`src/rtl/ife_pkg.sv`:
```
package ife_pkg;

    ////////////////////////////////////////////////////////////////////////////
    // Word and field layout
    localparam int unsigned WORD_W    = 16;
    localparam int unsigned ADDR_W    = 15;
    localparam int unsigned SLOT_W    = 3;
    localparam int unsigned OPC_W     = 6;
    localparam int unsigned OPC_HI    = 15;
    localparam int unsigned OPC_LO    = 10;
    localparam int unsigned CLR_BIT   = 9;
    localparam int unsigned SUB_HI    = 8;
    localparam int unsigned SUB_LO    = 6;
    localparam int unsigned SEL_HI    = 5;
    localparam int unsigned SEL_LO    = 0;
    localparam int unsigned SEL_W     = 6;

    ////////////////////////////////////////////////////////////////////////////
    // Opcode latch pattern; bit 11 (A/B select) is a don't-care
    localparam logic [OPC_W-1:0] IOG_PATTERN = 6'h21;
    localparam logic [OPC_W-1:0] IOG_MASK    = 6'h3D;

    // Sub-operation codes in fetched-word bits 8..6
    localparam logic [2:0] SUB_HALT = 3'h0;
    localparam logic [2:0] SUB_FLAG = 3'h1;
    localparam logic [2:0] SUB_SKPC = 3'h2;

    // Whole halt word, octal 103001
    localparam logic [WORD_W-1:0] HALT_WORD = 16'h8601;

    ////////////////////////////////////////////////////////////////////////////
    // Machine-cycle slots
    localparam logic [SLOT_W-1:0] T0 = 3'h0;
    localparam logic [SLOT_W-1:0] T1 = 3'h1;
    localparam logic [SLOT_W-1:0] T2 = 3'h2;
    localparam logic [SLOT_W-1:0] T3 = 3'h3;
    localparam logic [SLOT_W-1:0] T4 = 3'h4;
    localparam logic [SLOT_W-1:0] T5 = 3'h5;
    localparam logic [SLOT_W-1:0] T6 = 3'h6;
    localparam logic [SLOT_W-1:0] T7 = 3'h7;

    ////////////////////////////////////////////////////////////////////////////
    // Reset values
    localparam logic [WORD_W-1:0] WORD_RST = 16'h0000;
    localparam logic [OPC_W-1:0]  OPC_RST  = 6'h00;
    localparam logic [ADDR_W-1:0] ADDR_RST = 15'h0000;
    localparam logic [SLOT_W-1:0] SLOT_RST = 3'h0;

endpackage

```
`src/rtl/ife_exec.sv`:
```
`timescale 1ns/100ps

// Operation
// - Clear fetched word at T0, opcode latch at T1, load opcode latch at T2.
// - Opcode 100001 raises group decode and qualifier from T3 to next T0.
// - Timed enable with bits 8..6 gives the set-flag strobe at T3.
// - Bits 5..0 gated by timed enable form the select code for cards.
// - Set strobe sets the selected flag; the card keeps it set.
// - Timed enable with bit 9 gives the clear-flag strobe at T4.
// - Clear strobe clears the selected flag; the card resets it.
// - At T6/T7 counter to R bus, inject, add; at T7 store into counter and address.
// - After the counter update, set the fetch phase for the next instruction.
// - Halt at T6/T7 adds one, resets run latch, sets fetch phase.
// - Timed enable with bits 8..6 forms the skip test strobe to the cards.
// - Skip response sets carry latch at T4/T5; carry-in follows at T6/T7.
// - Carry-in with injection advances by two, injection alone by one, no injection (loop switch) by zero.
// - Loop switch suppresses injection so the instruction repeats.
// - Word 103001 is halt; looping halt repeats on every run press.
// - Words 1021XX set and 1031XX clear the flag at select code XX.
// - Skip-if-clear skips the next instruction exactly when the flag is clear and the loop switch is off.
// - Halt request at T3 clears run latch one at T5, run latch two at T7.
// - Halt with bit 9 also clears the selected flag.
// - Next phase is fetch, or interrupt phase when an interrupt is pending and the interrupt phase is not already set.
module ife_exec (
    // Clock and reset
    input  wire logic                        clk_sys_i,
    input  wire logic                        rst_n_i,
    // Memory and front panel
    input  wire logic [ife_pkg::WORD_W-1:0]  mem_word_i,
    input  wire logic                        run_press_i,
    input  wire logic                        loop_switch_i,
    input  wire logic                        interrupt_pending_i,
    // Interface cards
    input  wire logic                        flag_skip_response_i,
    output logic      [ife_pkg::SEL_W-1:0]   select_code_o,
    output logic                             set_flag_strobe_o,
    output logic                             clear_flag_strobe_o,
    output logic                             skip_test_strobe_o,
    // Decode and datapath control
    output logic                             io_group_decode_o,
    output logic                             opcode_qualifier_o,
    output logic                             halt_request_o,
    output logic                             counter_to_r_bus_o,
    output logic                             increment_injection_o,
    output logic                             adder_function_select_o,
    output logic                             carry_in_signal_o,
    output logic                             counter_store_strobe_o,
    output logic                             address_store_strobe_o,
    // Machine state
    output logic      [ife_pkg::SLOT_W-1:0]  slot_o,
    output logic      [ife_pkg::ADDR_W-1:0]  program_counter_o,
    output logic      [ife_pkg::ADDR_W-1:0]  memory_address_o,
    output logic                             fetch_phase_o,
    output logic                             interrupt_phase_o,
    output logic                             run_latch_one_o,
    output logic                             run_latch_two_o
);

    ////////////////////////////////////////////////////////////////////////////
    // Declarations
    logic [ife_pkg::WORD_W-1:0] fetched_word_latch_q;
    logic [ife_pkg::OPC_W-1:0]  opcode_latch_q;
    logic [ife_pkg::SLOT_W-1:0] slot_q;
    logic [ife_pkg::ADDR_W-1:0] pc_q;
    logic [ife_pkg::ADDR_W-1:0] pc_d;
    logic [ife_pkg::ADDR_W-1:0] mar_q;
    logic                       carry_latch_q;
    logic                       halt_pend_q;
    logic                       run_latch_one_q;
    logic                       run_latch_two_q;
    logic                       fetch_phase_latch_q;
    logic                       int_phase_q;
    logic                       run_meta_q;
    logic                       run_sync_q;
    logic                       run_prev_q;
    logic                       loop_meta_q;
    logic                       loop_sync_q;

    wire logic       active;
    wire logic       run_rise;
    wire logic       t0;
    wire logic       t1;
    wire logic       t2;
    wire logic       t3;
    wire logic       t4;
    wire logic       t5;
    wire logic       t6t7;
    wire logic       t7;
    wire logic       iog_match;
    wire logic       iog_window;
    wire logic       io_group_enable_timed;
    wire logic [2:0] sub_op;
    wire logic       halt_op;
    wire logic       set_flag_op;
    wire logic       skip_if_flag_clear_op;
    wire logic       inject;
    wire logic [1:0] pc_step;

    function automatic logic at_slot(input logic [ife_pkg::SLOT_W-1:0] cur,
                                     input logic [ife_pkg::SLOT_W-1:0] want,
                                     input logic                       run);
        at_slot = run && (cur == want);
    endfunction

    ////////////////////////////////////////////////////////////////////////////
    // Front-panel pins come from outside the clock domain
    always_ff @(posedge clk_sys_i) begin
        if (!rst_n_i) begin
            run_meta_q  <= 1'b0;
            run_sync_q  <= 1'b0;
            run_prev_q  <= 1'b0;
            loop_meta_q <= 1'b0;
            loop_sync_q <= 1'b0;
        end else begin
            run_meta_q  <= run_press_i;
            run_sync_q  <= run_meta_q;
            run_prev_q  <= run_sync_q;
            loop_meta_q <= loop_switch_i;
            loop_sync_q <= loop_meta_q;
        end
    end

    assign run_rise = run_sync_q && !run_prev_q;

    ////////////////////////////////////////////////////////////////////////////
    // Slot decode
    assign active = run_latch_two_q;
    assign t0     = at_slot(slot_q, ife_pkg::T0, active);
    assign t1     = at_slot(slot_q, ife_pkg::T1, active);
    assign t2     = at_slot(slot_q, ife_pkg::T2, active);
    assign t3     = at_slot(slot_q, ife_pkg::T3, active);
    assign t4     = at_slot(slot_q, ife_pkg::T4, active);
    assign t5     = at_slot(slot_q, ife_pkg::T5, active);
    assign t7     = at_slot(slot_q, ife_pkg::T7, active);
    assign t6t7   = at_slot(slot_q, ife_pkg::T6, active) || t7;

    ////////////////////////////////////////////////////////////////////////////
    // Instruction decode
    // The opcode latch still holds the old opcode at the following T0
    assign iog_match  = (opcode_latch_q & ife_pkg::IOG_MASK) == ife_pkg::IOG_PATTERN;
    assign iog_window = active && fetch_phase_latch_q && (slot_q >= ife_pkg::T3 || t0);
    assign io_group_enable_timed = iog_match && iog_window;

    assign sub_op                = fetched_word_latch_q[ife_pkg::SUB_HI:ife_pkg::SUB_LO];
    assign halt_op               = sub_op == ife_pkg::SUB_HALT;
    assign set_flag_op           = sub_op == ife_pkg::SUB_FLAG;
    assign skip_if_flag_clear_op = sub_op == ife_pkg::SUB_SKPC;

    assign io_group_decode_o  = io_group_enable_timed;
    assign opcode_qualifier_o = io_group_enable_timed;
    assign halt_request_o     = io_group_enable_timed && halt_op && t3;

    // Cards see a zero select code outside the enable window
    assign select_code_o = io_group_enable_timed ?
        fetched_word_latch_q[ife_pkg::SEL_HI:ife_pkg::SEL_LO] : 6'h00;
    assign set_flag_strobe_o   = io_group_enable_timed && set_flag_op && t3;
    // Bit 9 clears on any group word, halt included
    assign clear_flag_strobe_o = io_group_enable_timed &&
        fetched_word_latch_q[ife_pkg::CLR_BIT] && t4;
    assign skip_test_strobe_o  = io_group_enable_timed && skip_if_flag_clear_op &&
        (t3 || t4 || t5);

    ////////////////////////////////////////////////////////////////////////////
    // Counter update path
    assign counter_to_r_bus_o      = t6t7 && fetch_phase_latch_q;
    assign adder_function_select_o = t6t7 && fetch_phase_latch_q;
    // Loop mode drops the injection so the same word is fetched again
    assign inject                  = t6t7 && fetch_phase_latch_q && !loop_sync_q;
    assign increment_injection_o   = inject;
    assign carry_in_signal_o       = t6t7 && carry_latch_q;
    assign counter_store_strobe_o  = t7 && fetch_phase_latch_q;
    assign address_store_strobe_o  = t7 && fetch_phase_latch_q;
    // Carry only counts when riding on the injection
    assign pc_step = {inject && carry_latch_q, inject && !carry_latch_q};
    assign pc_d    = pc_q + {{(ife_pkg::ADDR_W-2){1'b0}}, pc_step};

    ////////////////////////////////////////////////////////////////////////////
    // Word latches and slot counter
    always_ff @(posedge clk_sys_i) begin
        if (!rst_n_i) begin
            fetched_word_latch_q <= ife_pkg::WORD_RST;
            opcode_latch_q       <= ife_pkg::OPC_RST;
            slot_q               <= ife_pkg::SLOT_RST;
        end else begin
            if (t0) begin
                fetched_word_latch_q <= ife_pkg::WORD_RST;
            end else if (t1) begin
                fetched_word_latch_q <= mem_word_i;
            end
            if (t1) begin
                opcode_latch_q <= ife_pkg::OPC_RST;
            end else if (t2 && fetch_phase_latch_q) begin
                opcode_latch_q <=
                    fetched_word_latch_q[ife_pkg::OPC_HI:ife_pkg::OPC_LO];
            end
            if (active) begin
                slot_q <= slot_q + 3'h1;
            end
        end
    end

    ////////////////////////////////////////////////////////////////////////////
    // Carry latch, program counter and address register
    always_ff @(posedge clk_sys_i) begin
        if (!rst_n_i) begin
            carry_latch_q <= 1'b0;
            pc_q          <= ife_pkg::ADDR_RST;
            mar_q         <= ife_pkg::ADDR_RST;
        end else begin
            if (skip_test_strobe_o && flag_skip_response_i && (t4 || t5)) begin
                carry_latch_q <= 1'b1;
            end else if (t0) begin
                carry_latch_q <= 1'b0;
            end
            if (counter_store_strobe_o) begin
                pc_q  <= pc_d;
                mar_q <= pc_d;
            end
        end
    end

    ////////////////////////////////////////////////////////////////////////////
    // Run latches and phase
    // A run press while halted restarts at T0, so a looping halt runs again
    always_ff @(posedge clk_sys_i) begin
        if (!rst_n_i) begin
            halt_pend_q         <= 1'b0;
            run_latch_one_q     <= 1'b0;
            run_latch_two_q     <= 1'b0;
            fetch_phase_latch_q <= 1'b1;
            int_phase_q         <= 1'b0;
        end else begin
            if (halt_request_o) begin
                halt_pend_q <= 1'b1;
            end else if (t0) begin
                halt_pend_q <= 1'b0;
            end
            if (!run_latch_two_q && run_rise) begin
                run_latch_one_q <= 1'b1;
                run_latch_two_q <= 1'b1;
            end else begin
                if (t5 && halt_pend_q) begin
                    run_latch_one_q <= 1'b0;
                end
                if (t7 && !run_latch_one_q) begin
                    run_latch_two_q <= 1'b0;
                end
            end
            if (t7) begin
                // Phase 4 is left after one cycle; its work lies elsewhere
                fetch_phase_latch_q <= !interrupt_pending_i || int_phase_q;
                int_phase_q         <= interrupt_pending_i && !int_phase_q;
            end
        end
    end

    assign slot_o            = slot_q;
    assign program_counter_o = pc_q;
    assign memory_address_o  = mar_q;
    assign fetch_phase_o     = fetch_phase_latch_q;
    assign interrupt_phase_o = int_phase_q;
    assign run_latch_one_o   = run_latch_one_q;
    assign run_latch_two_o   = run_latch_two_q;
endmodule

```
`config.mk`:
```
export PLATFORM = sky130hd
export DESIGN_NAME = ife_exec
export DESIGN_NICKNAME = d
export VERILOG_FILES = /design/src/rtl/ife_pkg.sv /design/src/rtl/ife_exec.sv
export SDC_FILE = /design/constraint.sdc
export NUM_CORES = 1
export LEC_CHECK = 0
export BUFFER_PORTS_ARGS = -buffer_cell sky130_fd_sc_hd__buf_4
export CAP_MARGIN = 0
export CORE_AREA = 2 2 79 81
export DETAILED_ROUTE_END_ITERATION = 16
export DIE_AREA = 0 0 81 83
export PLACE_DENSITY = 0.7
export SLEW_MARGIN = 40
export SYNTH_ARGS = -nofsm -noshare
export SYNTH_HDL_FRONTEND = slang
export SYNTH_SLANG_ARGS = --single-unit
```
`constraint.sdc`:
```
create_clock -name clk_sys_i -period 3.3 [get_ports clk_sys_i]
set_input_delay 0.33 -clock clk_sys_i [delete_from_list [all_inputs] [get_ports clk_sys_i]]
set_output_delay 0.33 -clock clk_sys_i [all_outputs]
set_load 0.02 [all_outputs]
```
## Word-level counts from Yosys, hierarchy flattened

Index checks and enable logic that the tools add are counted.

- $add $sub $neg: 2
- Order comparisons: 1
- Equal/unequal tests: 10
- Multiplexer cells: 8
- Bitwise logic cells: 1
- Reductions and logical operators: 54

Operators by type and width:

| cell | number |
|---|---|
| logical AND 1 bit | 33 |
| adder 15 x 2 -> 15 bit | 1 |
| == test 3 bit (second input constant) | 4 |
| == test 3 x 2 -> 1 bit (second input constant) | 3 |
| nonzero test 2 bit | 4 |
| zero test 1 bit | 7 |
| two-way mux 1 bit | 7 |
| == test 3 x 1 -> 1 bit (second input constant) | 2 |
| zero test 3 bit | 2 |
| logical OR 1 bit | 6 |
| two-way mux 6 bit | 1 |
| == test 5 bit (second input constant) | 1 |
| OR reduction 2 bit | 2 |
| adder 3 x 1 -> 3 bit (second input constant) | 1 |
| greater-or-equal comparator 3 x 2 -> 1 bit (second input constant) | 1 |
| NOT 1 bit | 1 |

- Bits in registers: 51
- Output and inout bits: 55
- Logic and storage cells: 91

## Longest topological paths before layout

Gate-level depths: netlist of the first run.

- Word-level depth: 10
- Mapped depth: 11

## Worst setup path before layout of the first run

OpenSTA, ideal clock, no wires.

- Path kind: register to register
- Start point: reg slot_q (netlist bit slot_o[0])
- End point: reg mar_q (netlist bit memory_address_o[14])
- Library setup time: 0.071 ns
- Arrival: 3.114 ns
- Data required time: 3.229 ns
- Slack: 0.116 ns
- Stages on the path, launching flop included: 11
- Clock period less this slack: 3.184 ns
- Path through: dfxtp_1 ha_1 ha_1 a21oi_1 nor3_1 nand2_1 fa_1 and2b_1 nand2_1 or4_1 a21oi_1

- Cells in the longest elaborated chain, start to end: 7

Ends and longest elaborated chain:

| item | RTL line | source |
|---|---|---|
| start: declaration | ife_exec.sv:63 | `logic [ife_pkg::SLOT_W-1:0] slot_q;` |
| start signal: assignment | ife_exec.sv:183 | `slot_q <= ife_pkg::SLOT_RST;` |
| start signal: assignment | ife_exec.sv:197 | `slot_q <= slot_q + 3'h1;` |
| == test 3 bit | ife_exec.sv:102 | `at_slot = run && (cur == want);` |
| logical AND 1 bit | ife_exec.sv:102 |  |
| logical OR 1 bit * | ife_exec.sv:135 | `assign t6t7 = at_slot(slot_q, ife_pkg::T6, active) \|\| t7;` |
| logical AND 1 bit * (2 in a row) | ife_exec.sv:168 | `assign inject = t6t7 && fetch_phase_latch_q && !loop_sync_q;` |
| via increment_injection_o | ife_exec.sv:44 | `output logic increment_injection_o,` |
| logical AND 1 bit | ife_exec.sv:174 | `assign pc_step = {inject && carry_latch_q, inject && !carry_latch_q};` |
| adder 15 x 2 -> 15 bit * | ife_exec.sv:175 | `assign pc_d = pc_q + {{(ife_pkg::ADDR_W-2){1'b0}}, pc_step};` |
| end signal: assignment | ife_exec.sv:208 | `mar_q <= ife_pkg::ADDR_RST;` |
| end signal: assignment | ife_exec.sv:217 | `mar_q <= pc_d;` |
| end: declaration | ife_exec.sv:66 | `logic [ife_pkg::ADDR_W-1:0] mar_q;` |

The timed path passes the listed nets; every way through them passes the cells marked *.
A chain may end at the register's enable or synchronous reset.

## Worst setup path in the final report of the first run

- Start point: reg slot_q (netlist bit slot_o[0])
- End point: reg mar_q (netlist bit memory_address_o[14])

- Cells in the longest elaborated chain, start to end: 7

Ends and longest elaborated chain:

| item | RTL line |
|---|---|
| == test 3 bit | ife_exec.sv:102 |
| logical AND 1 bit | ife_exec.sv:102 |
| logical OR 1 bit | ife_exec.sv:135 |
| logical AND 1 bit (2 in a row) | ife_exec.sv:168 |
| logical AND 1 bit | ife_exec.sv:174 |
| adder 15 x 2 -> 15 bit | ife_exec.sv:175 |

Parallel ways exist; a longest one is shown, timed or not.

==> results of run 1 <==
-- registers in the layout (all words and copies together), names as in the netlist --
name and cells:
slot_o 3, run_latch_one_o 1, run_latch_two_o 1, run_meta_q 1
memory_address_o 15, fetched_word_latch_q 15, halt_pend_q 1, loop_meta_q 1
run_sync_q 1, fetch_phase_o 1, run_prev_q 1, opcode_latch_q 5
carry_latch_q 1, loop_sync_q 1, interrupt_phase_o 1
-- logic make-up after synthesis --
kind of cell | Yosys count
compound gates | 42
xor+xnor | 8
buf+inv | 42
fa+ha+maj | 9
flops | 49
simple gates | 113
mux | 7
-- final timing paths --
| path | end | slack [ns] | from | depth (start not counted) |
|---|---|---|---|---|
| max | memory_address_o[14]$_SDFFE_PN0P_ | 0.27 | slot_o[0]$_SDFFE_PN0P_ | 11 |
| min | loop_meta_q$_SDFF_PN0_ | 0.23 | loop_switch_i | 2 |
| max reg2reg | memory_address_o[14]$_SDFFE_PN0P_ | 0.27 | slot_o[0]$_SDFFE_PN0P_ | 11 |
| min reg2reg | run_sync_q$_SDFF_PN0_ | 0.44 | run_meta_q$_SDFF_PN0_ | 1 |
-- report_power, final --
| part | leakage (µW) | total [µW] | switching, µW | internal (µW) |
|---|---|---|---|---|
| Combinational | 0.000778 | 64.4 | 34.5 | 29.9 |
| Clock | 0.0000554 | 424 | 197 | 228 |
| Sequential | 0.000396 | 602 | 4.62 | 598 |
| Total | 0.00123 | 1090 | 236 | 855 |
-- area by class of cell --
class | count | area share
multi-input combinational | 179 | 0.3736
sequential | 49 | 0.3382
timing repair buffer | 78 | 0.2019
tap | 75 | 0.03236
clock buffer | 6 | 0.02502
inverter | 12 | 0.01553
clock inverter | 2 | 0.01337
-- cells in the final DEF, fill, tap and decap left out, types with 6 or more instances in the layout --
master   netlist  routed
nor2_1        23      23
ha_1           8       8
xor2_1         6       6
dfxtp_1       49      49
nand4_1        7       7
inv_1         12      12
a21oi_1       27      27
buf_4         19      78
nand2_1       42      42
and2_1        12      12
mux2i_1        7       7
-- stage by stage --
step | utilization | instance area (µm²) | worst slack (ns)
floorplan | - | 2305 | 0.1158
global placement | 0.4796 | 2789 | 0.4111
detailed placement | 0.4796 | 2789 | 0.3033
CTS | 0.4987 | 2900 | 0.2797
global route | 0.4987 | 2900 | 0.04953
finish | 0.4987 | 2900 | 0.2736
-- layer usage --
metal	track usage	wire [µm]
met5	0	0
met4	0.03236	45
met3	0.04891	420
met2	0.2397	2172
met1	0.1905	2177
-- critical path, stage by stage, from the launching register on --
cell	delay [ns]
dfxtp_1	0.47
ha_1	0.22
ha_1	0.23
a21oi_1	0.11
nor4_1	0.19
ha_1	0.22
inv_1	0.06
fa_1	0.37
and2b_1	0.26
nand2_1	0.14
or4_1	0.51
a21oi_1	0.16
==> key figures, run 1 <==
Clocking
  – Postcts setup bufs: 0
  – Reg clk slew, reported paths: about 0.090 ns
  – CTS Root Cell: clkbuf_8
  – Worst skew pair latency: 0.30 ns
  – TritonCTS buffer count: 5
  – Hold buffers post-CTS: 0
  – Clk buf depth: 2
  – Resized Gates After CTS: 0
  – Htree depth: 2
  – CTS tree: yes
  – Clk sinks: 49

Logic synthesis
  – Most area-hungry cell type in the Yosys netlist: dfxtp_1
  – Synth Area in XOR/XNOR: 0.03040
  – Area fraction in compound gates after synthesis: 0.1053
  – #FFs+latches synth: 49
  – Top-count cell post-synth: dfxtp_1
  – Ys async rst share: 0
  – Post-synthesis sequential area ratio: 0.4256
  – Top cells by count, synth: 49 x dfxtp_1, 42 x nand2_1, 27 x a21oi_1, 23 x nor2_1, 19 x buf_4
  – Net Count, Synth: approximately 300
  – Synth area leaders: dfxtp_1 43%, nand2_1 6.8%, buf_4 6.2%, a21oi_1 5.9%, ha_1 4.3%
  – Largest family of logic cells by synthesized area: simple AND/OR/NAND/NOR gates
  – Prevailing post-synth register cell: dfxtp_1
  – Number of synthesized flops with an enable pin: 0
  – Synth Area in Simple Gates: 0.2519
  – Multiplexer share of the synthesized area: 0.03040
  – Gate count of the mapped netlist: 270
  – Post-Syn Area per Cell: roughly 8.5 µm²
  – Unique masters post-synth: 41
  – Ys Warns: 0
  – Post-synth top area share: 0.4256
  – Post-Syn Area: about 2300 µm²
  – Post-synthesis adder-cell area fraction: 0.05212

Cells and area
  – Antenna cells: 0
  – Number of fillers in the final layout: 586
  – Share of layout cells above drive strength 1: 0.2822
  – NumNets Final: roughly 360
  – P&R area growth vs syn: 25.84%
  – Multi-input logic area: roughly 1100 µm²
  – Reg area: about 980 µm²
  – Final Non-Filler Cells: ~400

Floorplanning
  – Initial core utilization: 0.3963
  – Die width: between 80 and 90 µm
  – Core region area: around 5800 µm²
  – FP Rows: 28
  – Die height: 83 µm
  – Boundary pin count: 77
  – Die ar.: 6723 µm²

Critical path
  – WP data required: around 3.5 ns
  – CP Max Fanout: 6
  – Arrival time at the worst endpoint: about 3.3 ns
  – Nature of the critical path startpoint: register
  – Setup CP Type: register to register
  – Crit end category: register

Routing
  – Vias/cell: between 4 and 5
  – Total Routed Length: approximately 4800 µm
  – Detailed Route Iter0 Violations: between 70 and 80
  – Detail Route Antenna Nets: 0
  – Via count: between 1500 and 2000
  – DRC: 0
  – TritonRoute pass-1 iters: 4
  – DR WL/cell: roughly 12 µm

Timing
  – Setup TNS: 0 ns
  – Final setup violating endpoints: 0
  – RSZ-0062 raised after global routing: false
  – Pins Over Slew Limit: 0
  – Tightest Pin Transition: between 0.6 and 0.7 ns
  – Final Hold Viols: 0
  – Hold WS: 0.2316 ns
  – Final Skew: about 0.0073 ns
  – Final period util: 0.9171
  – Rel. slew slack: 0.5604
  – Fmax: 0.3304 GHz
  – Time the worst path needs with I/O delays and setup: just over 3 ns

Global routing
  – Initial antenna violation count: 0
  – Vias in the first global route: 1815
  – Gr ovfl total: 0
  – Largest net degree at the start of global routing: 22
  – First-pass GRT wire length: 8093 µm
  – GRT Total Usage: 0.1482

Job
  – Max-cap violation count: 0

Hold path
  – HP Class: primary input to register

Power
  – P_leak: ~0.0012 µW
  – Power Density: between 300 and 400 nW/µm²
  – Total power: 1091 µW
  – Max VDD drop: 0.2659 mV

Place
  – Dpl hpwl: 3550 µm
  – # placed instances: ~390
  – GP Congestion: between 0.7 and 0.8
  – I/O Buffers: between 70 and 80

Run status
  – Status: completed
No activity file was read; power rests on OpenSTA's default activity.
==> run 2: changes to the inputs <==
--- a/config.mk
+++ b/config.mk
@@ -5,12 +5,13 @@
 export SDC_FILE = /design/constraint.sdc
 export NUM_CORES = 1
 export LEC_CHECK = 0
+export ABC_AREA = 1
 export BUFFER_PORTS_ARGS = -buffer_cell sky130_fd_sc_hd__buf_4
 export CAP_MARGIN = 0
-export CORE_AREA = 2 2 79 81
+export CORE_AREA = 2 2 82 84
 export DETAILED_ROUTE_END_ITERATION = 16
-export DIE_AREA = 0 0 81 83
-export PLACE_DENSITY = 0.7
+export DIE_AREA = 0 0 84 86
+export PLACE_DENSITY = 0.68
 export SLEW_MARGIN = 40
 export SYNTH_ARGS = -nofsm -noshare
 export SYNTH_HDL_FRONTEND = slang
==> run 2 against run 1 <==
Against the previous run:
- global-route usage rose by 0.53 points
- area after synthesis grew 6.0%
- sequential share of layout area decreased by 1.5 points
- utilization is 1.5 points lower
- routed wire length rose by 12%
- count of clock-buffer cells in the layout fell by 1
- first-iteration DRC count fell by 16%
- critical path depth up 6
- cell count increased by 20%
==> key figures, run 2 <==
Run status
  – Status: completed

Hold path
  – Hold Path Sink: run_meta_q$_SDFF_PN0_
  – HP Class: primary input to register
  – Hold wc startpoint: run_press_i
  – Worst hold stages: 3 (+1)

Power
  – P_leak: 0.001374 µW (+12%)
  – Comb pwr share: 0.068 (+0.009)
  – Psw: 246.0 µW (+4.3%)
  – Sequential Power Share: 0.551 (about the same)
  – Power Density: 361.3 nW/µm² (-4.0%)
  – Switching part of the total: 0.2242 (+0.007996)
  – Max VDD drop: 0.2366 mV (-11%)
  – Clk network pwr share: 0.381 (-0.008)
  – Int Power: 851.2 µW (-0.46%)

Clocking
  – Clk buf depth: 2 (unchanged)
  – CTS tree: yes
  – CTS Root Cell: clkbuf_8
  – TritonCTS buffer count: 5 (unchanged)
  – Reg clk slew, reported paths: 0.09 ns (about the same)
  – Resized Gates After CTS: 0 (unchanged)
  – Hold buffers post-CTS: 0 (unchanged)
  – Clk sinks: 49 (unchanged)
  – Worst skew pair latency: 0.30 ns (about the same)
  – Htree depth: 2 (unchanged)
  – Postcts setup bufs: 0 (unchanged)

Place
  – I/O Buffers: 75 (unchanged)
  – Dpl hpwl: 4033 µm (+14%)
  – GP Congestion: 0.8089 (+12%)

Logic synthesis
  – Net Count, Synth: 377 (+25%)
  – Post-Syn Area: 2442 µm² (+6.0%)
  – Gate count of the mapped netlist: 346 (+28%)
  – Unique masters post-synth: 29 (-29%)
  – Synth area leaders: dfxtp_1 40%, nand2_1 11%, nor2_1 7.2%, inv_1 6.3%, a21oi_1 6.1%
  – Top-count cell post-synth: nand2_1
  – Ys Warns: 0 (unchanged)
  – Number of synthesized flops with an enable pin: 0 (unchanged)
  – Top cells by count, synth: 74 x nand2_1, 49 x dfxtp_1, 47 x nor2_1, 41 x inv_1, 30 x a21oi_1
  – Post-synthesis sequential area ratio: 0.4016 (-0.02398)
  – Prevailing post-synth register cell: dfxtp_1
  – #FFs+latches synth: 49 (unchanged)
  – Most area-hungry cell type in the Yosys netlist: dfxtp_1
  – Ys async rst share: 0 (unchanged)
  – Post-Syn Area per Cell: 7.059 µm² (-17%)
  – Post-synth top area share: 0.4016 (-0.02398)

Critical path
  – Reg-to-reg endpoint: memory_address_o[10]$_SDFFE_PN0P_
  – Nature of the critical path startpoint: register
  – FF-to-FF path depth: 17 (+6)
  – Reg-to-reg slack, setup: 0.45 ns (+0.18 ns)
  – Crit end category: register
  – Arrival time at the worst endpoint: 3.10 ns (-0.15 ns)
  – RR Startpoint: slot_o[1]$_SDFFE_PN0P_
  – WP data required: 3.55 ns (+0.02 ns)
  – CP Max Fanout: 6 (unchanged)
  – Setup CP Type: register to register

Timing
  – Fmax: 0.3513 GHz (+6.3%)
  – Final Skew: 0.008788 ns (+0.001487 ns)
  – Tightest Pin Transition: 0.7334 ns (+0.07476 ns)
  – Final period util: 0.8626 (-0.05451)
  – Rel. slew slack: 0.5099 (-0.05054)
  – Final setup violating endpoints: 0 (unchanged)
  – Pins Over Slew Limit: 0 (unchanged)
  – Final Hold Viols: 0 (unchanged)
  – Setup TNS: 0 ns (unchanged)
  – Time the worst path needs with I/O delays and setup: 2.847 ns (-0.1799 ns)
  – RSZ-0062 raised after global routing: false

Global routing
  – Largest net degree at the start of global routing: 26 (+18%)
  – Initial antenna violation count: 0 (unchanged)
  – First-pass GRT wire length: 9087 µm (+12%)
  – M2 GR Usage: 0.2662 (+0.02651)
  – Met3 Use GR: 0.04331 (-0.005602)
  – Met1 usage: 0.1839 (-0.006641)
  – Grt peak-use layer: met2
  – Gr ovfl total: 0 (unchanged)
  – GRT Total Usage: 0.1535 (+0.005338)
  – Vias in the first global route: 2073 (+14%)

Routing
  – DRC: 0 (unchanged)
  – Total Routed Length: 5386 µm (+12%)
  – Detail Route Antenna Nets: 0 (unchanged)
  – Via count: 2236 (+14%)
  – DR WL/cell: 11.22 µm (-6.6%)
  – TritonRoute pass-1 iters: 5 (+1)
  – Vias/cell: 4.658 (-4.5%)
  – Detailed Route Iter0 Violations: 63 (-16%)

Cells and area
  – Core Util, Final: 0.4838 (-0.01495)
  – Number of fillers in the final layout: 640 (+9.2%)
  – Leading cell type in the layout, fill and taps excluded: buf_4
  – Share of layout cells above drive strength 1: 0.2506 (-0.03159)
  – P&R area growth vs syn: 24.33%
  – Multi-input logic area: 1097 µm² (+1.3%)
  – Antenna cells: 0 (unchanged)
  – Most frequent cells in the layout: 76 x buf_4, 74 x nand2_1, 49 x dfxtp_1
  – Reg area: 980.9 µm² (unchanged)
  – NumNets Final: 434 (+22%)

Floorplanning
  – Die height: 86 µm (+3.6%)
  – Die width: 84 µm (+3.7%)
  – Die ar.: 7224 µm² (+7.5%)
  – Initial core utilization: 0.3891 (-0.007222)
  – FP Rows: 29 (+3.6%)
  – Boundary pin count: 77 (unchanged)
  – Core region area: 6277 µm² (+7.9%)

Job
  – Max-cap violation count: 0 (unchanged)
-- run 2: cell count changes after synthesis, sizes merged, moves of 3 or more --
cell    previous run  this run
o31ai              5         0
and2              13         1
inv               12        50
nand3              4        15
mux2i              7         0
clkbuf             7         3
and4               3         0
nand2             43        75
o21ai              3        18
nor2              23        53
or4                5         0
xor2               6         0
a21oi             27        30
-- run 2: through the flow --
stage	hold slack (ns)	cells	setup slack (ns)	instance area [µm²]	power, µW
after global placement	0.3922	473	0.5120	2933	692.6
final	0.2094	480	0.4535	3037	1097
after CTS	0.1987	480	0.4357	3037	1108
after floorplan	0.3905	346	0.4546	2442	659.6
after detailed placement	0.4007	473	0.4547	2933	693.7
after global routing	0.2275	480	0.04108	3037	1144
-- run 2: layout make-up --
class / instances / area share
Clock inverter: 2 / 0.01154
Timing Repair Buffer: 76 / 0.1879
Tap cell: 77 / 0.03173
Inverter: 50 / 0.06180
Multi-Input combinational cell: 221 / 0.3614
Sequential cell: 49 / 0.3230
Clock buffer: 5 / 0.02266
-- run 2: power by group through the flow --
stage	Sequential, µW	Clock [µW]	Combinational, µW
after CTS	605	428	74.9
after global routing	607	454	83.4
after global placement	619	0	74.0
after floorplan	621	0	38.2
after detailed placement	619	0	74.6
final	605	418	74.4
-- run 2: kinds of logic after synthesis --
| family | Yosys count | share of synthesized area |
|---|---|---|
| simple gates | 159 | 0.2859 |
| buf+inv | 76 | 0.1491 |
| compound gates | 52 | 0.1107 |
| fa+ha+maj | 9 | 0.04918 |
| flops | 49 | 0.4016 |
| xor+xnor | 1 | 0.003587 |
-- run 2: how the worst max path moves through the flow --
| stage | depth (start not counted) | start | slack [ns] | to |
|---|---|---|---|---|
| floorplan | 16 | slot_o[1]$_SDFFE_PN0P_ | 0.45 | memory_address_o[10]$_SDFFE_PN0P_ |
| global placement | 16 | slot_o[0]$_SDFFE_PN0P_ | 0.51 | memory_address_o[10]$_SDFFE_PN0P_ |
| detailed placement | 17 | slot_o[1]$_SDFFE_PN0P_ | 0.45 | memory_address_o[10]$_SDFFE_PN0P_ |
| CTS | 17 | slot_o[1]$_SDFFE_PN0P_ | 0.44 | memory_address_o[10]$_SDFFE_PN0P_ |
| global route | 17 | slot_o[1]$_SDFFE_PN0P_ | 0.04 | memory_address_o[10]$_SDFFE_PN0P_ |
| finish | 17 | slot_o[1]$_SDFFE_PN0P_ | 0.45 | memory_address_o[10]$_SDFFE_PN0P_ |
-- run 2: layer usage --
layer / up-vias / part of all wire
met5: - / 0
met4: 0 / 0.012
met3: 6 / 0.064
met2: 58 / 0.47
met1: 984 / 0.46
li1: 1188 / -
-- run 2: worst max-delay path, stage by stage (launching register included) --
cell     delay [ns]
dfxtp_1        0.40
ha_1           0.21
ha_1           0.19
nand2_1        0.17
nand2_1        0.13
inv_2          0.06
nor3_4         0.13
inv_2          0.06
nor2_1         0.09
ha_1           0.20
inv_1          0.06
fa_1           0.37
nor2_2         0.24
and2_1         0.22
nand2_1        0.09
nand2_1        0.06
nand2_1        0.04
nor2_1         0.08
